**config.mk**
```make
export PLATFORM = sky130hd
export DESIGN_NAME = pld_power_input_gating
export DESIGN_NICKNAME = d
export VERILOG_FILES = /design/src/pkg/pld_gating_pkg.sv /design/src/design/input_blocker.sv /design/src/design/pld_power_input_gating.sv /design/src/design/sync2.sv
export VERILOG_INCLUDE_DIRS = /design/src /design/src/pkg
export SDC_FILE = /design/constraint.sdc
export NUM_CORES = 1
export LEC_CHECK = 0
export ABC_CLOCK_PERIOD_IN_PS = 2900
export BUFFER_PORTS_ARGS = -buffer_cell sky130_fd_sc_hd__buf_2
export CAP_MARGIN = 25
export CORE_MARGIN = 1.5
export CORE_UTILIZATION = 52
export DETAILED_ROUTE_END_ITERATION = 16
export GPL_TIMING_DRIVEN = 0
export PLACE_DENSITY = 0.8
export SLEW_MARGIN = 10
export SYNTH_ARGS = -nofsm -noshare
export SYNTH_HDL_FRONTEND = slang
export SYNTH_HIERARCHICAL = 1
export SYNTH_SLANG_ARGS = --single-unit
```
**constraint.sdc**
```tcl
create_clock -name clk_sys -period 2.9 [get_ports clk_sys]
set_input_delay 0.58 -clock clk_sys [delete_from_list [all_inputs] [get_ports clk_sys]]
set_output_delay 0.58 -clock clk_sys [all_outputs]
set_load 0.005 [all_outputs]
```
**src/pkg/pld_gating_params.svh**
```systemverilog
`ifndef PLD_GATING_PARAMS_SVH
`define PLD_GATING_PARAMS_SVH

// ----------------------------------------------------------------
// Register offsets
// ----------------------------------------------------------------
`define PMR0_OFFSET      8'hb0
`define PMR2_OFFSET      8'hb4
`define MSEL_CFG_OFFSET  8'hb8
`define STATUS_OFFSET    8'hbc

// ----------------------------------------------------------------
// Field positions
// ----------------------------------------------------------------
`define PMR0_TURBO_OFF_BIT     3
`define PMR0_CLK_BLK_BUS_BIT   4
`define PMR0_CLK_BLK_MC_BIT    5
`define PMR2_STROBE_LO_BIT     2
`define PMR2_STROBE_HI_BIT     5
`define PMR2_PORTC7_BLK_BIT    6
`define MSEL_CFG_EN_BIT        0

// ----------------------------------------------------------------
// Reset values
// ----------------------------------------------------------------
`define PMR0_RESET       8'h00
`define PMR2_RESET       8'h00
`define MSEL_CFG_RESET   1'b0

// ----------------------------------------------------------------
// Timing
// ----------------------------------------------------------------
`define CLK_PERIOD_NS    50
`define QUIET_NS_5V      65
`define QUIET_NS_3V3     100
`define QUIET_CYC_5V     ((`QUIET_NS_5V + `CLK_PERIOD_NS - 1) / `CLK_PERIOD_NS)
`define QUIET_CYC_3V3    ((`QUIET_NS_3V3 + `CLK_PERIOD_NS - 1) / `CLK_PERIOD_NS)

// ----------------------------------------------------------------
// Logic input bus layout, idle levels and array width
// ----------------------------------------------------------------
`define LBUS_W           6
`define LBUS_IDLE        6'h07
`define ARRAY_W          16

`endif

```
**src/pkg/pld_gating_pkg.sv**
```systemverilog
package pld_gating_pkg;

	// ----------------------------------------------------------------
	// Logic array power state, Gray along active-settle-standby
	// ----------------------------------------------------------------
	typedef enum logic [1:0] {
		ARR_ACTIVE  = 2'b00,
		ARR_SETTLE  = 2'b01,
		ARR_STANDBY = 2'b11
	} arr_state_t;

	// ----------------------------------------------------------------
	// Processor bus strobes, active low except address latch
	// ----------------------------------------------------------------
	typedef struct packed {
		logic addr_latch;             // Address latch strobe, high active
		logic program_fetch_strobe_n; // Program fetch strobe
		logic wr_n;                   // Write strobe
		logic rd_n;                   // Read strobe
	} bus_strobe_t;

	// ----------------------------------------------------------------
	// Memory selects out of the decode array
	// ----------------------------------------------------------------
	typedef struct packed {
		logic csr_space_select;       // Control register space
		logic sram_select;            // SRAM
		logic boot_flash_select;      // Boot flash
		logic main_flash_select;      // Main flash
	} mem_select_t;

endpackage

```
**src/design/input_blocker.sv**
```systemverilog
`timescale 1ns/10ps
`default_nettype none

// Per-signal blocking toward the logic input bus
module input_blocker #(
	parameter int         W    = 6,
	parameter logic [W-1:0] IDLE = '0
) (
	input  wire logic         clk_sys,
	input  wire logic         rstn,
	input  wire logic [W-1:0] sig_in,
	input  wire logic [W-1:0] block,
	output logic      [W-1:0] sig_out
);

	// ----------------------------------------------------------------
	// State
	// ----------------------------------------------------------------
	typedef struct packed {
		logic [W-1:0] gated;          // Registered bus image
	} blk_state_t;

	blk_state_t   state_reg;
	blk_state_t   state_next;
	logic [W-1:0] gated_next;         // Per-bit next value

	// Width guard
	if (W < 1) begin : g_chk
		$error("input_blocker width must be at least one");
	end

	// One gate per bus input
	for (genvar i = 0; i < W; i++) begin : g_bit
		assign gated_next[i] = block[i] ? IDLE[i] : sig_in[i];
	end

	// Fill next image
	always_comb begin
		state_next       = state_reg;
		state_next.gated = gated_next;
	end

	// Reset to idle levels so no edge at release
	always_ff @(posedge clk_sys) begin
		if (!rstn) begin
			state_reg.gated <= IDLE;
		end else begin
			state_reg <= state_next;
		end
	end

	assign sig_out = state_reg.gated;

endmodule

`default_nettype wire

```
**src/design/pld_power_input_gating.sv**
```systemverilog
// Our own choices: the strobed register port and the placing of the registers.
`include "pld_gating_params.svh"
`timescale 1ns/10ps
`default_nettype none

module pld_power_input_gating #(
	parameter int ARRAY_W   = `ARRAY_W,   // Logic array result width
	parameter bit LOW_VOLT  = 1'b0        // Selects the 100 ns quiet time; both settings round to 2 clocks
) (
	input  wire logic                       clk_sys,
	input  wire logic                       rstn,
	// Register port
	input  wire logic [7:0]                 reg_addr,
	input  wire logic [7:0]                 reg_wdata,
	input  wire logic                       reg_wr,
	input  wire logic                       reg_rd,
	output logic      [7:0]                 reg_rdata,
	// Processor bus strobes, on the system clock
	input  wire pld_gating_pkg::bus_strobe_t cpu_strobes,
	// Raw decode hits from the decode array
	input  wire pld_gating_pkg::mem_select_t decode_hits,
	// Device pins
	input  wire logic                       port_d_pin_2,
	input  wire logic                       port_c_pin_7,
	input  wire logic                       common_clock_in,
	// Power-down state from the power-down unit
	input  wire logic                       powerdown_active,
	// Logic array evaluation result
	input  wire logic [ARRAY_W-1:0]         array_result,
	// Outputs
	output pld_gating_pkg::mem_select_t     mem_selects,
	output pld_gating_pkg::bus_strobe_t     mem_strobes,
	output logic      [`LBUS_W-1:0]         logic_input_bus,
	output logic      [ARRAY_W-1:0]         array_out,
	output logic                            array_standby,
	output logic                            macrocell_clock,
	output logic                            powerdown_clock,
	output logic                            port_d_pin_2_gpio,
	output logic                            powerdown_wake
);

	// ----------------------------------------------------------------
	// Local constants
	// ----------------------------------------------------------------
	// Quiet time in whole clocks, rounded up:
	// standby never comes early, at most a clock late
	localparam int QUIET_CYC = LOW_VOLT ? `QUIET_CYC_3V3 : `QUIET_CYC_5V;
	// Four bits hold any count up to 15
	localparam int CNT_W     = 4;

	// ----------------------------------------------------------------
	// Elaboration checks
	// ----------------------------------------------------------------
	// Refuse what the logic cannot serve
	if (ARRAY_W < 1) begin : g_chk_w
		$error("array width must be at least one");
	end
	if (QUIET_CYC < 1 || QUIET_CYC > 15) begin : g_chk_q
		$error("quiet count does not fit its counter");
	end

	// ----------------------------------------------------------------
	// Whole module state
	// ----------------------------------------------------------------
	typedef struct packed {
		logic [7:0]                 pmr0;          // power_mgmt_reg_0
		logic [7:0]                 pmr2;          // power_mgmt_reg_2
		logic                       msel_en;       // Select function assigned
		logic [7:0]                 rdata;         // Read answer
		pld_gating_pkg::arr_state_t arr;           // Array power state
		logic [CNT_W-1:0]           quiet_cnt;     // Cycles with no input change
		logic [`LBUS_W-1:0]         lbus_prev;     // Bus image one cycle back
		logic [ARRAY_W-1:0]         arr_out;       // Latched array outputs
		logic                       msel_prev;     // Select level one cycle back
		logic                       wake;          // Power-down wake pulse
		logic                       gpio;          // Ordinary pin image
		logic                       mc_clk;        // Macrocell clock image
		logic                       pd_clk;        // Counter clock image
		pld_gating_pkg::mem_select_t sel;          // Gated memory selects
		pld_gating_pkg::bus_strobe_t mstb;         // Strobes to memories
	} core_state_t;

	core_state_t state_reg;
	core_state_t state_next;

	// ----------------------------------------------------------------
	// Pin synchronisers
	// ----------------------------------------------------------------
	logic [2:0] pins_sync;            // {clock, C7, select}
	logic       msel_n_s;             // Synchronised select, low active
	logic       portc7_s;             // Synchronised port C7
	logic       cclk_s;               // Synchronised common clock

	// Pins move at any time; all logic below
	// reads stage two, never the first flop
	// All pins cross in one bank
	sync2 #(
		.W (3)
	) u_pin_sync (
		.clk_sys  (clk_sys),
		.rstn     (rstn),
		.async_in ({common_clock_in, port_c_pin_7, port_d_pin_2}),
		.sync_out (pins_sync)
	);

	assign msel_n_s = pins_sync[0];
	assign portc7_s = pins_sync[1];
	assign cclk_s   = pins_sync[2];

	// ----------------------------------------------------------------
	// Logic input bus gating
	// ----------------------------------------------------------------
	logic [`LBUS_W-1:0] lbus_raw;     // Ungated bus inputs
	logic [`LBUS_W-1:0] lbus_block;   // Per-input block mask
	logic [`LBUS_W-1:0] lbus;         // Gated, registered bus

	assign lbus_raw = {cclk_s, portc7_s, cpu_strobes};

	assign lbus_block = {state_reg.pmr0[`PMR0_CLK_BLK_BUS_BIT],
	                     state_reg.pmr2[`PMR2_PORTC7_BLK_BIT],
	                     state_reg.pmr2[`PMR2_STROBE_HI_BIT:`PMR2_STROBE_LO_BIT]};

	// Idle, not last value: a release gives
	// one clean edge at most
	// Blocked bits sit at their idle level
	input_blocker #(
		.W    (`LBUS_W),
		.IDLE (`LBUS_IDLE)
	) u_blocker (
		.clk_sys (clk_sys),
		.rstn    (rstn),
		.sig_in  (lbus_raw),
		.block   (lbus_block),
		.sig_out (lbus)
	);

	// ----------------------------------------------------------------
	// Next-state logic
	// ----------------------------------------------------------------
	// Helpers, set at the top of the process
	logic lbus_change;                // Any unblocked bus edge
	logic turbo_off;                  // Non-turbo operation
	logic msel_ok;                    // Memories may be selected

	// Registers, select gate, clock images and
	// array power; one pass fills the next state
	always_comb begin
		state_next  = state_reg;
		lbus_change = (lbus != state_reg.lbus_prev);
		turbo_off   = state_reg.pmr0[`PMR0_TURBO_OFF_BIT];
		// select qualifies decode only when assigned
		msel_ok     = !state_reg.msel_en || !msel_n_s;

		// Register writes
		if (reg_wr) begin
			case (reg_addr)
				`PMR0_OFFSET: begin
					state_next.pmr0 = reg_wdata;
				end
				`PMR2_OFFSET: begin
					state_next.pmr2 = reg_wdata;
				end
				`MSEL_CFG_OFFSET: begin
					state_next.msel_en = reg_wdata[`MSEL_CFG_EN_BIT];
				end
				default: begin
					// Unmapped or read-only: ignored
					// Status writes are dropped here
				end
			endcase
		end

		// Read answer, valid the cycle after the strobe
		// Zero otherwise, so a late sample shows
		state_next.rdata = 8'h00;
		if (reg_rd) begin
			case (reg_addr)
				`PMR0_OFFSET: begin
					state_next.rdata = state_reg.pmr0;
				end
				`PMR2_OFFSET: begin
					state_next.rdata = state_reg.pmr2;
				end
				`MSEL_CFG_OFFSET: begin
					state_next.rdata = {7'h00, state_reg.msel_en};
				end
				`STATUS_OFFSET: begin
					state_next.rdata = {4'h0, powerdown_active, msel_n_s,
					                    state_reg.arr};
				end
				default: begin
					// Unmapped reads return zero
					state_next.rdata = 8'h00;
				end
			endcase
		end

		// select high forces every select off when the select function is assigned
		state_next.sel = msel_ok ? decode_hits : '0;

		state_next.mstb = cpu_strobes;

		// pin reads as ordinary input when unassigned
		// select level never reaches logic or pins
		state_next.gpio = state_reg.msel_en ? 1'b0 : msel_n_s;

		// Previous level resets high: no false wake
		// falling select edge ends power-down
		state_next.msel_prev = msel_n_s;
		state_next.wake      = state_reg.msel_en && powerdown_active &&
		                       state_reg.msel_prev && !msel_n_s;

		// Hazard: sampled clock images, not clock
		// nets; users treat them as data
		// macrocell clock blocked alone
		state_next.mc_clk = cclk_s && !state_reg.pmr0[`PMR0_CLK_BLK_MC_BIT];
		state_next.pd_clk = cclk_s;

		// Quiet tracking on the gated bus
		// Saturates; any bus edge restarts it
		state_next.lbus_prev = lbus;
		if (lbus_change) begin
			state_next.quiet_cnt = '0;
		end else if (state_reg.quiet_cnt != CNT_W'(QUIET_CYC)) begin
			state_next.quiet_cnt = state_reg.quiet_cnt + CNT_W'(1);
		end

		// Array power state
		case (state_reg.arr)
			pld_gating_pkg::ARR_ACTIVE: begin
				state_next.arr_out = array_result;
				if (turbo_off && !lbus_change) begin
					state_next.arr = pld_gating_pkg::ARR_SETTLE;
				end
			end
			pld_gating_pkg::ARR_SETTLE: begin
				state_next.arr_out = array_result;
				if (!turbo_off || lbus_change) begin
					state_next.arr = pld_gating_pkg::ARR_ACTIVE;
				// quiet long enough, latch and sleep
				end else if (state_reg.quiet_cnt + CNT_W'(1) >= CNT_W'(QUIET_CYC)) begin
					state_next.arr = pld_gating_pkg::ARR_STANDBY;
				end
			end
			pld_gating_pkg::ARR_STANDBY: begin
				// Outputs hold; array_result ignored
				// wake and evaluate on any edge
				if (lbus_change || !turbo_off) begin
					state_next.arr     = pld_gating_pkg::ARR_ACTIVE;
					state_next.arr_out = array_result;
				end
			end
			default: begin
				// Illegal code recovers to active
				state_next.arr = pld_gating_pkg::ARR_ACTIVE;
			end
		endcase
	end

	// ----------------------------------------------------------------
	// State register
	// ----------------------------------------------------------------
	// Synchronous reset; turbo stays on after reset
	// Reset branch holds constants only
	always_ff @(posedge clk_sys) begin
		if (!rstn) begin
			state_reg.pmr0      <= `PMR0_RESET;
			state_reg.pmr2      <= `PMR2_RESET;
			state_reg.msel_en   <= `MSEL_CFG_RESET;
			state_reg.rdata     <= 8'h00;
			state_reg.arr       <= pld_gating_pkg::ARR_ACTIVE;
			state_reg.quiet_cnt <= '0;
			state_reg.lbus_prev <= `LBUS_IDLE;
			state_reg.arr_out   <= '0;
			// Idle high avoids a false wake edge at release
			state_reg.msel_prev <= 1'b1;
			state_reg.wake      <= 1'b0;
			state_reg.gpio      <= 1'b0;
			state_reg.mc_clk    <= 1'b0;
			state_reg.pd_clk    <= 1'b0;
			state_reg.sel       <= '0;
			state_reg.mstb      <= 4'h7;
		end else begin
			state_reg <= state_next;
		end
	end

	// ----------------------------------------------------------------
	// Outputs
	// ----------------------------------------------------------------
	// Bus lag: the strobe sits one cycle ahead of memories; wait states
	// are firmware's concern when turbo is off.
	// extra bus wait is firmware's job
	// Register read port
	assign reg_rdata         = state_reg.rdata;

	// Memory side
	assign mem_selects       = state_reg.sel;
	assign mem_strobes       = state_reg.mstb;

	// Logic input bus and arrays
	assign logic_input_bus   = lbus;
	assign array_out         = state_reg.arr_out;
	assign array_standby     = (state_reg.arr == pld_gating_pkg::ARR_STANDBY);

	// Clock images
	assign macrocell_clock   = state_reg.mc_clk;
	assign powerdown_clock   = state_reg.pd_clk;

	// Pin image and wake pulse
	assign port_d_pin_2_gpio = state_reg.gpio;
	assign powerdown_wake    = state_reg.wake;

endmodule

`default_nettype wire

```
**src/design/sync2.sv**
```systemverilog
`timescale 1ns/10ps
`default_nettype none

// Two-stage synchroniser; only stage two is visible outside
module sync2 #(
	parameter int W = 1
) (
	input  wire logic         clk_sys,
	input  wire logic         rstn,
	input  wire logic [W-1:0] async_in,
	output logic      [W-1:0] sync_out
);

	// ----------------------------------------------------------------
	// State
	// ----------------------------------------------------------------
	typedef struct packed {
		logic [W-1:0] meta;           // First stage, read by stage two only
		logic [W-1:0] safe;           // Second stage
	} sync_state_t;

	sync_state_t state_reg;
	sync_state_t state_next;

	// Width guard
	if (W < 1) begin : g_chk
		$error("sync2 width must be at least one");
	end

	// Shift one stage per edge
	always_comb begin
		state_next      = state_reg;
		state_next.meta = async_in;
		state_next.safe = state_reg.meta;
	end

	// Synchronous reset to zero
	always_ff @(posedge clk_sys) begin
		if (!rstn) begin
			state_reg <= '0;
		end else begin
			state_reg <= state_next;
		end
	end

	assign sync_out = state_reg.safe;

endmodule

`default_nettype wire

```
==> results of run 1 <==
[kinds of logic after synthesis]
family,Yosys count,share of synthesized area (%)
adders and majority gates,3,1.18
xor gates and xnor gates,8,2.21
DFF,78,49.3
AOI/OAI and AO/OA,10,2.49
and+or+nand+nor,118,21.2
muxes,41,13.5
buffers and inverters,47,10.2
[metrics by stage]
step,hold WS (ns),utilization (%),setup slack (ns),cells
floorplan,0.412,-,1.24,305
global placement,0.415,62.7,0.838,470
detailed placement,0.425,62.7,0.794,470
CTS,0.420,67.0,1.13,486
global route,0.423,67.0,1.00,486
finish,0.429,67.0,1.10,486
[power by group through the flow]
stage | sequential, µW | combinational, µW | clock (µW)
after floorplan | 1140 | 93.9 | 0
after global placement | 1140 | 165 | 0
after detailed placement | 1140 | 168 | 0
after CTS | 1120 | 170 | 993
after global routing | 1120 | 187 | 1040
final | 1120 | 168 | 981
[metal layers]
metal  part of all wire, %  global-route usage (%)
met1                    42                    22.0
met2                    52                    36.3
met3                   4.1                    6.07
met4                   2.1                    7.07
met5                     0                       0
[cell usage after synthesis, drive strengths merged, types with 4 or more instances]
master,count,area [µm²]
nor2,11,41.3
nand4,4,37.5
nor3,5,25.0
inv,4,15.0
nor2b,21,131
dfxtp,78,1560
nand2b,9,56.3
xor2,7,61.3
clkbuf,7,26.3
mux2i,37,370
and2,18,113
buf,36,282
nand2,35,131
[final cells by class]
cell class | instances | area (µm²)
plain buffers | 43 | 308
clock buffers | 14 | 193
clock inverters | 2 | 60.1
fillers | 498 | 1950
inverters | 4 | 15.0
multi-input cells | 180 | 1290
flip-flops and latches | 78 | 1560
well taps | 75 | 93.8
repair buffers | 90 | 450
[final timing paths]
check	startpoint	end	slack, ns	cells past startpoint
setup reg to reg	u_blocker/sig_out[5]	array_out[6]	1.24	6
hold / removal	port_c_pin_7	u_pin_sync/state_next[1]	0.43	2
setup / recovery	reg_addr[2]	state_reg[61]	1.10	6
hold reg to reg	u_pin_sync/state_next[2]	u_pin_sync/sync_out[2]	0.44	1
==> metrics.cfg, run 1 <==
[timing]
skew_ns = 0.00571
min_period_ns = 1.80
fin_crit_sh_pct = 61.9
drv_slew = 0
setup_viol = 0
fmax_ghz = 0.557
finalHoldViolations = 0
tightestPinTransition_ns = 0.511
relSlewSlack_pct = 66.0
rsz0062_at_grt = false
tns_ns = 0

[synthesis]
synth-main-ff-cell = dfxtp_1
synth_seq_cells = 78
synth_cell_type_count = 38
synth_fp_nets = 356
syn_area_per_cell_um2 = 10.4
ys_seq_area_share_pct = 49.3
synth_area_mm2 = 0.00317
synth_cells = 305
synth-edff-count = 0
yosys_warnings = 6
ys_async_sr_fraction_pct = 0

[cts]
root_buffer = clkbuf_8
cts.clk_slew.worst_paths_ns = 0.08
clkSinkCount = 78
postCtsSetupRepairBufs = 0
htree_levels = 3
clockBufferDepth = 2
hold_buffers = 0
cts_resized = 0
worstSkewPairLatency_ns = 0.34
numCtsBuffers = 9
cts_tree = done

[final_layout]
drive_gt1_share_pct = 38.0
largest_reg_flops = 24
final_common_cell = buf_2
diodes = 0
final_cell_area_mm2 = 0.00397
nets = 457
final_cell_mix = buf_2 (92), dfxtp_1 (78), mux2i_1 (37), nand2_1 (35), buf_4 (32)
area_delta_synth_final_pct = 25.1

[setup_path]
cp_max_fo = 10
setup.worst_path.class = primary input to flop
path_buf_inv = 2
worstPathCellList = buf_2, buf_2, nor2_1, nand4_2, mux2i_1, nor2b_1
cpPeakStageDelay_ns = 0.43
cp_common_cell = buf_2
cp_top_family = simple AND/OR/NAND/NOR gates
cp-end-kind = flop
arrival_ns = 2.03
cpMaxStageDelayCell = nand4_2
crit_required_ns = 3.13
crit_path_start_kind = primary input

[die]
fp-row-count = 28
die_x_um = 81.1
die_y_um = 81.1
io_pins = 91
dieArea_mm2 = 0.00657
core_mm2 = 0.00592
start_util_pct = 53.6

[routing]
wl_um = 6390
vias = 2304
vias_per_cell = 4.74
drtPass1Iterations = 4
drtIter0Drc = 52
route.detailed.wl_per_inst_um = 13.1
drtAntennaViolNets = 0
drcViolationCount = 0

[placed_design]
portBuffers = 90
detailed_place_hpwl_um = 4530
dpl_cell_area_mm2 = 0.00371
gp_congestion = 0.746

[global_routing]
grt_max_degree = 15
grt_first_pass_wirelength_um = 9860
grt_use_total_pct = 20.0
first_global_vias = 2161
grt_overflow = 0
antenna_found_initial = 0

[hold_path]
hp-class = primary input to flop

[power_and_ir_drop]
swShare_pct = 20.7
power.density_mw_per_mm2 = 571
ir_worst_vdd_uv = 308
switchingPower_uw = 469
internal-power_uw = 1800
p_leak_uw = 0.00192
combPwrFrac_pct = 7.4
fin_total_pwr_uw = 2270
p_seq_share_pct = 49.3
clockPowerShare_pct = 43.2

[run]
drv_cap = 0

[run_status]
status = finished clean

Power figures use the tool's default switching activity.
==> inputs of run 2 (changes only) <==
--- a/config.mk
+++ b/config.mk
@@ -6,14 +6,14 @@
 export SDC_FILE = /design/constraint.sdc
 export NUM_CORES = 1
 export LEC_CHECK = 0
-export ABC_CLOCK_PERIOD_IN_PS = 2900
+export ABC_CLOCK_PERIOD_IN_PS = 1900
 export BUFFER_PORTS_ARGS = -buffer_cell sky130_fd_sc_hd__buf_2
 export CAP_MARGIN = 25
 export CORE_MARGIN = 1.5
-export CORE_UTILIZATION = 52
+export CORE_UTILIZATION = 51
 export DETAILED_ROUTE_END_ITERATION = 16
 export GPL_TIMING_DRIVEN = 0
-export PLACE_DENSITY = 0.8
+export PLACE_DENSITY = 0.79
 export SLEW_MARGIN = 10
 export SYNTH_ARGS = -nofsm -noshare
 export SYNTH_HDL_FRONTEND = slang
==> constraint.sdc (replaced) <==
create_clock -name clk_sys -period 1.9 [get_ports clk_sys]
set_input_delay 0.38 -clock clk_sys [delete_from_list [all_inputs] [get_ports clk_sys]]
set_output_delay 0.38 -clock clk_sys [all_outputs]
set_load 0.005 [all_outputs]
==> metrics.cfg, run 2 (same netlist as run 1, synthesis figures left out) <==
[run_status]
status = finished clean

[cts]
worstSkewPairLatency_ns = 0.33  ; about the same
clockBufferDepth = 2  ; unchanged
clkSinkCount = 78  ; unchanged
cts_resized = 0  ; unchanged
cts.clk_slew.worst_paths_ns = 0.08  ; about the same
hold_buffers = 0  ; unchanged
htree_levels = 3  ; unchanged
numCtsBuffers = 9  ; unchanged
cts_tree = done
postCtsSetupRepairBufs = 0  ; unchanged
root_buffer = clkbuf_8

[die]
start_util_pct = 53.2  ; -0.32 points
core_mm2 = 0.00596  ; +0.59%
die_x_um = 81.8  ; +0.94%
io_pins = 91  ; unchanged
die_y_um = 81.8  ; +0.94%
fp-row-count = 28  ; unchanged
dieArea_mm2 = 0.00670  ; +1.9%

[routing]
drtPass1Iterations = 6  ; +2
drtAntennaViolNets = 0  ; unchanged
vias_per_cell = 4.71  ; -0.65%
route.detailed.wl_per_inst_um = 12.8  ; -2.7%
drtIter0Drc = 83  ; +60%
vias = 2289  ; -0.65%
drcViolationCount = 0  ; unchanged
wl_um = 6220  ; -2.7%

[final_layout]
stdcell_count = 486  ; unchanged
drive_gt1_share_pct = 37.5  ; -0.49 points
nets = 457  ; unchanged
final_common_cell = buf_2
multi_input_area_mm2 = 0.00129  ; unchanged
largest_reg_flops = 24  ; unchanged
seq_area_mm2 = 0.00156  ; unchanged
fillerInstances = 491  ; -1.4%
diodes = 0  ; unchanged
area_delta_synth_final_pct = 23.5
final_cell_mix = buf_2 (92), dfxtp_1 (78), mux2i_1 (37), nand2_1 (35), buf_4 (32)

[timing]
fmax_ghz = 0.592
finalHoldViolations = 0  ; unchanged
drv_slew = 0  ; unchanged
relSlewSlack_pct = 66.0  ; about the same
tightestPinTransition_ns = 0.511  ; -0.0000220 ns
min_period_ns = 1.69
fin_crit_sh_pct = 88.9
fin_ws_ns = 0.210  ; -0.894 ns
skew_ns = 0.00662  ; +0.000905 ns
setup_viol = 0  ; unchanged
rsz0062_at_grt = false

[global_routing]
antenna_found_initial = 0  ; unchanged
grt_max_degree = 15  ; unchanged
grt_use_total_pct = 19.8  ; -0.26 points
first_global_vias = 2227  ; +3.1%
grt_first_pass_wirelength_um = 9810  ; -0.50%
grt_overflow = 0  ; unchanged

[setup_path]
cp_max_fo = 14  ; +4
crit_required_ns = 2.14  ; -0.99 ns
arrival_ns = 1.93  ; -0.10 ns
setup.worst_path.class = primary input to flop
crit_path_start_kind = primary input
cp-end-kind = flop

[power_and_ir_drop]
p_leak_uw = 0.00189  ; -1.5%
power.density_mw_per_mm2 = 817  ; +43%
ir_worst_vdd_uv = 491  ; +59%

[placed_design]
dp_slack_ns = -0.0679  ; -0.861 ns
gp_congestion = 0.750  ; +0.63%
dp.cells = 470  ; unchanged
portBuffers = 90  ; unchanged
detailed_place_hpwl_um = 4500  ; -0.79%

[hold_path]
hp-class = primary input to flop

[run]
drv_cap = 0  ; unchanged

-- run 2: cell count changes in the layout (fill, tap and decap cells not counted), sizes merged --
cell	previous run	this run
clkinvlp	0	1
bufinv	2	1
clkinv	0	1
clkbuf	21	20
-- run 2: final timing paths --
check | start | to | slack, ns | depth (start not counted)
worst min-delay path | cpu_strobes[0] | mem_strobes[0] | 0.24 | 2
worst max register to register | u_blocker/sig_out[3] | array_out[14] | 0.30 | 6
worst max-delay path | rstn | reg_rdata[5] | 0.21 | 4
worst min register to register | u_pin_sync/state_next[1] | u_pin_sync/sync_out[1] | 0.44 | 1
-- run 2: layout make-up --
class	count	share of cell area [%]
sequential	78	39.9
multi-input combinational	180	32.8
timing repair buffer	90	11.5
buffer	43	7.86
clock buffer	13	4.06
tap	75	2.40
clock inverter	3	1.09
inverter	4	0.383
-- run 2: per-layer routing --
metal	vias to the layer above	global-route usage [%]	share of wire (%)
met4	0	9.15	1.9
met5	-	0	0
met2	56	34.8	51
li1	1173	-	-
met3	9	5.56	4.1
met1	1051	22.0	42
-- run 2: per-stage QoR --
step / power [µW] / instance area, µm² / hold slack [ns] / util (%) / setup TNS, ns
2_1_floorplan: 1880 / 3170 / 0.412 / - / 0
3_3_place_gp: 1990 / 3710 / 0.415 / 62.4 / 0
3_5_place_dp: 2000 / 3710 / 0.420 / 62.4 / -0.0996
4_1_cts: 3220 / 3920 / 0.229 / 65.8 / 0
5_1_grt: 3340 / 3920 / 0.224 / 65.8 / 0
6_report: 3200 / 3920 / 0.236 / 65.8 / 0
-- run 2: critical path, stage by stage --
cell and delay [ns]:
buf_2 0.21, clkbuf_1 0.44, nand4_1 0.51, nor3_1 0.39
-- run 2: report_power, final --
group	switching (µW)	total (µW)	internal, µW
Sequential	23.8	1710	1680
Combinational	114	256	142
Clock	560	1240	678
Total	697	3200	2500
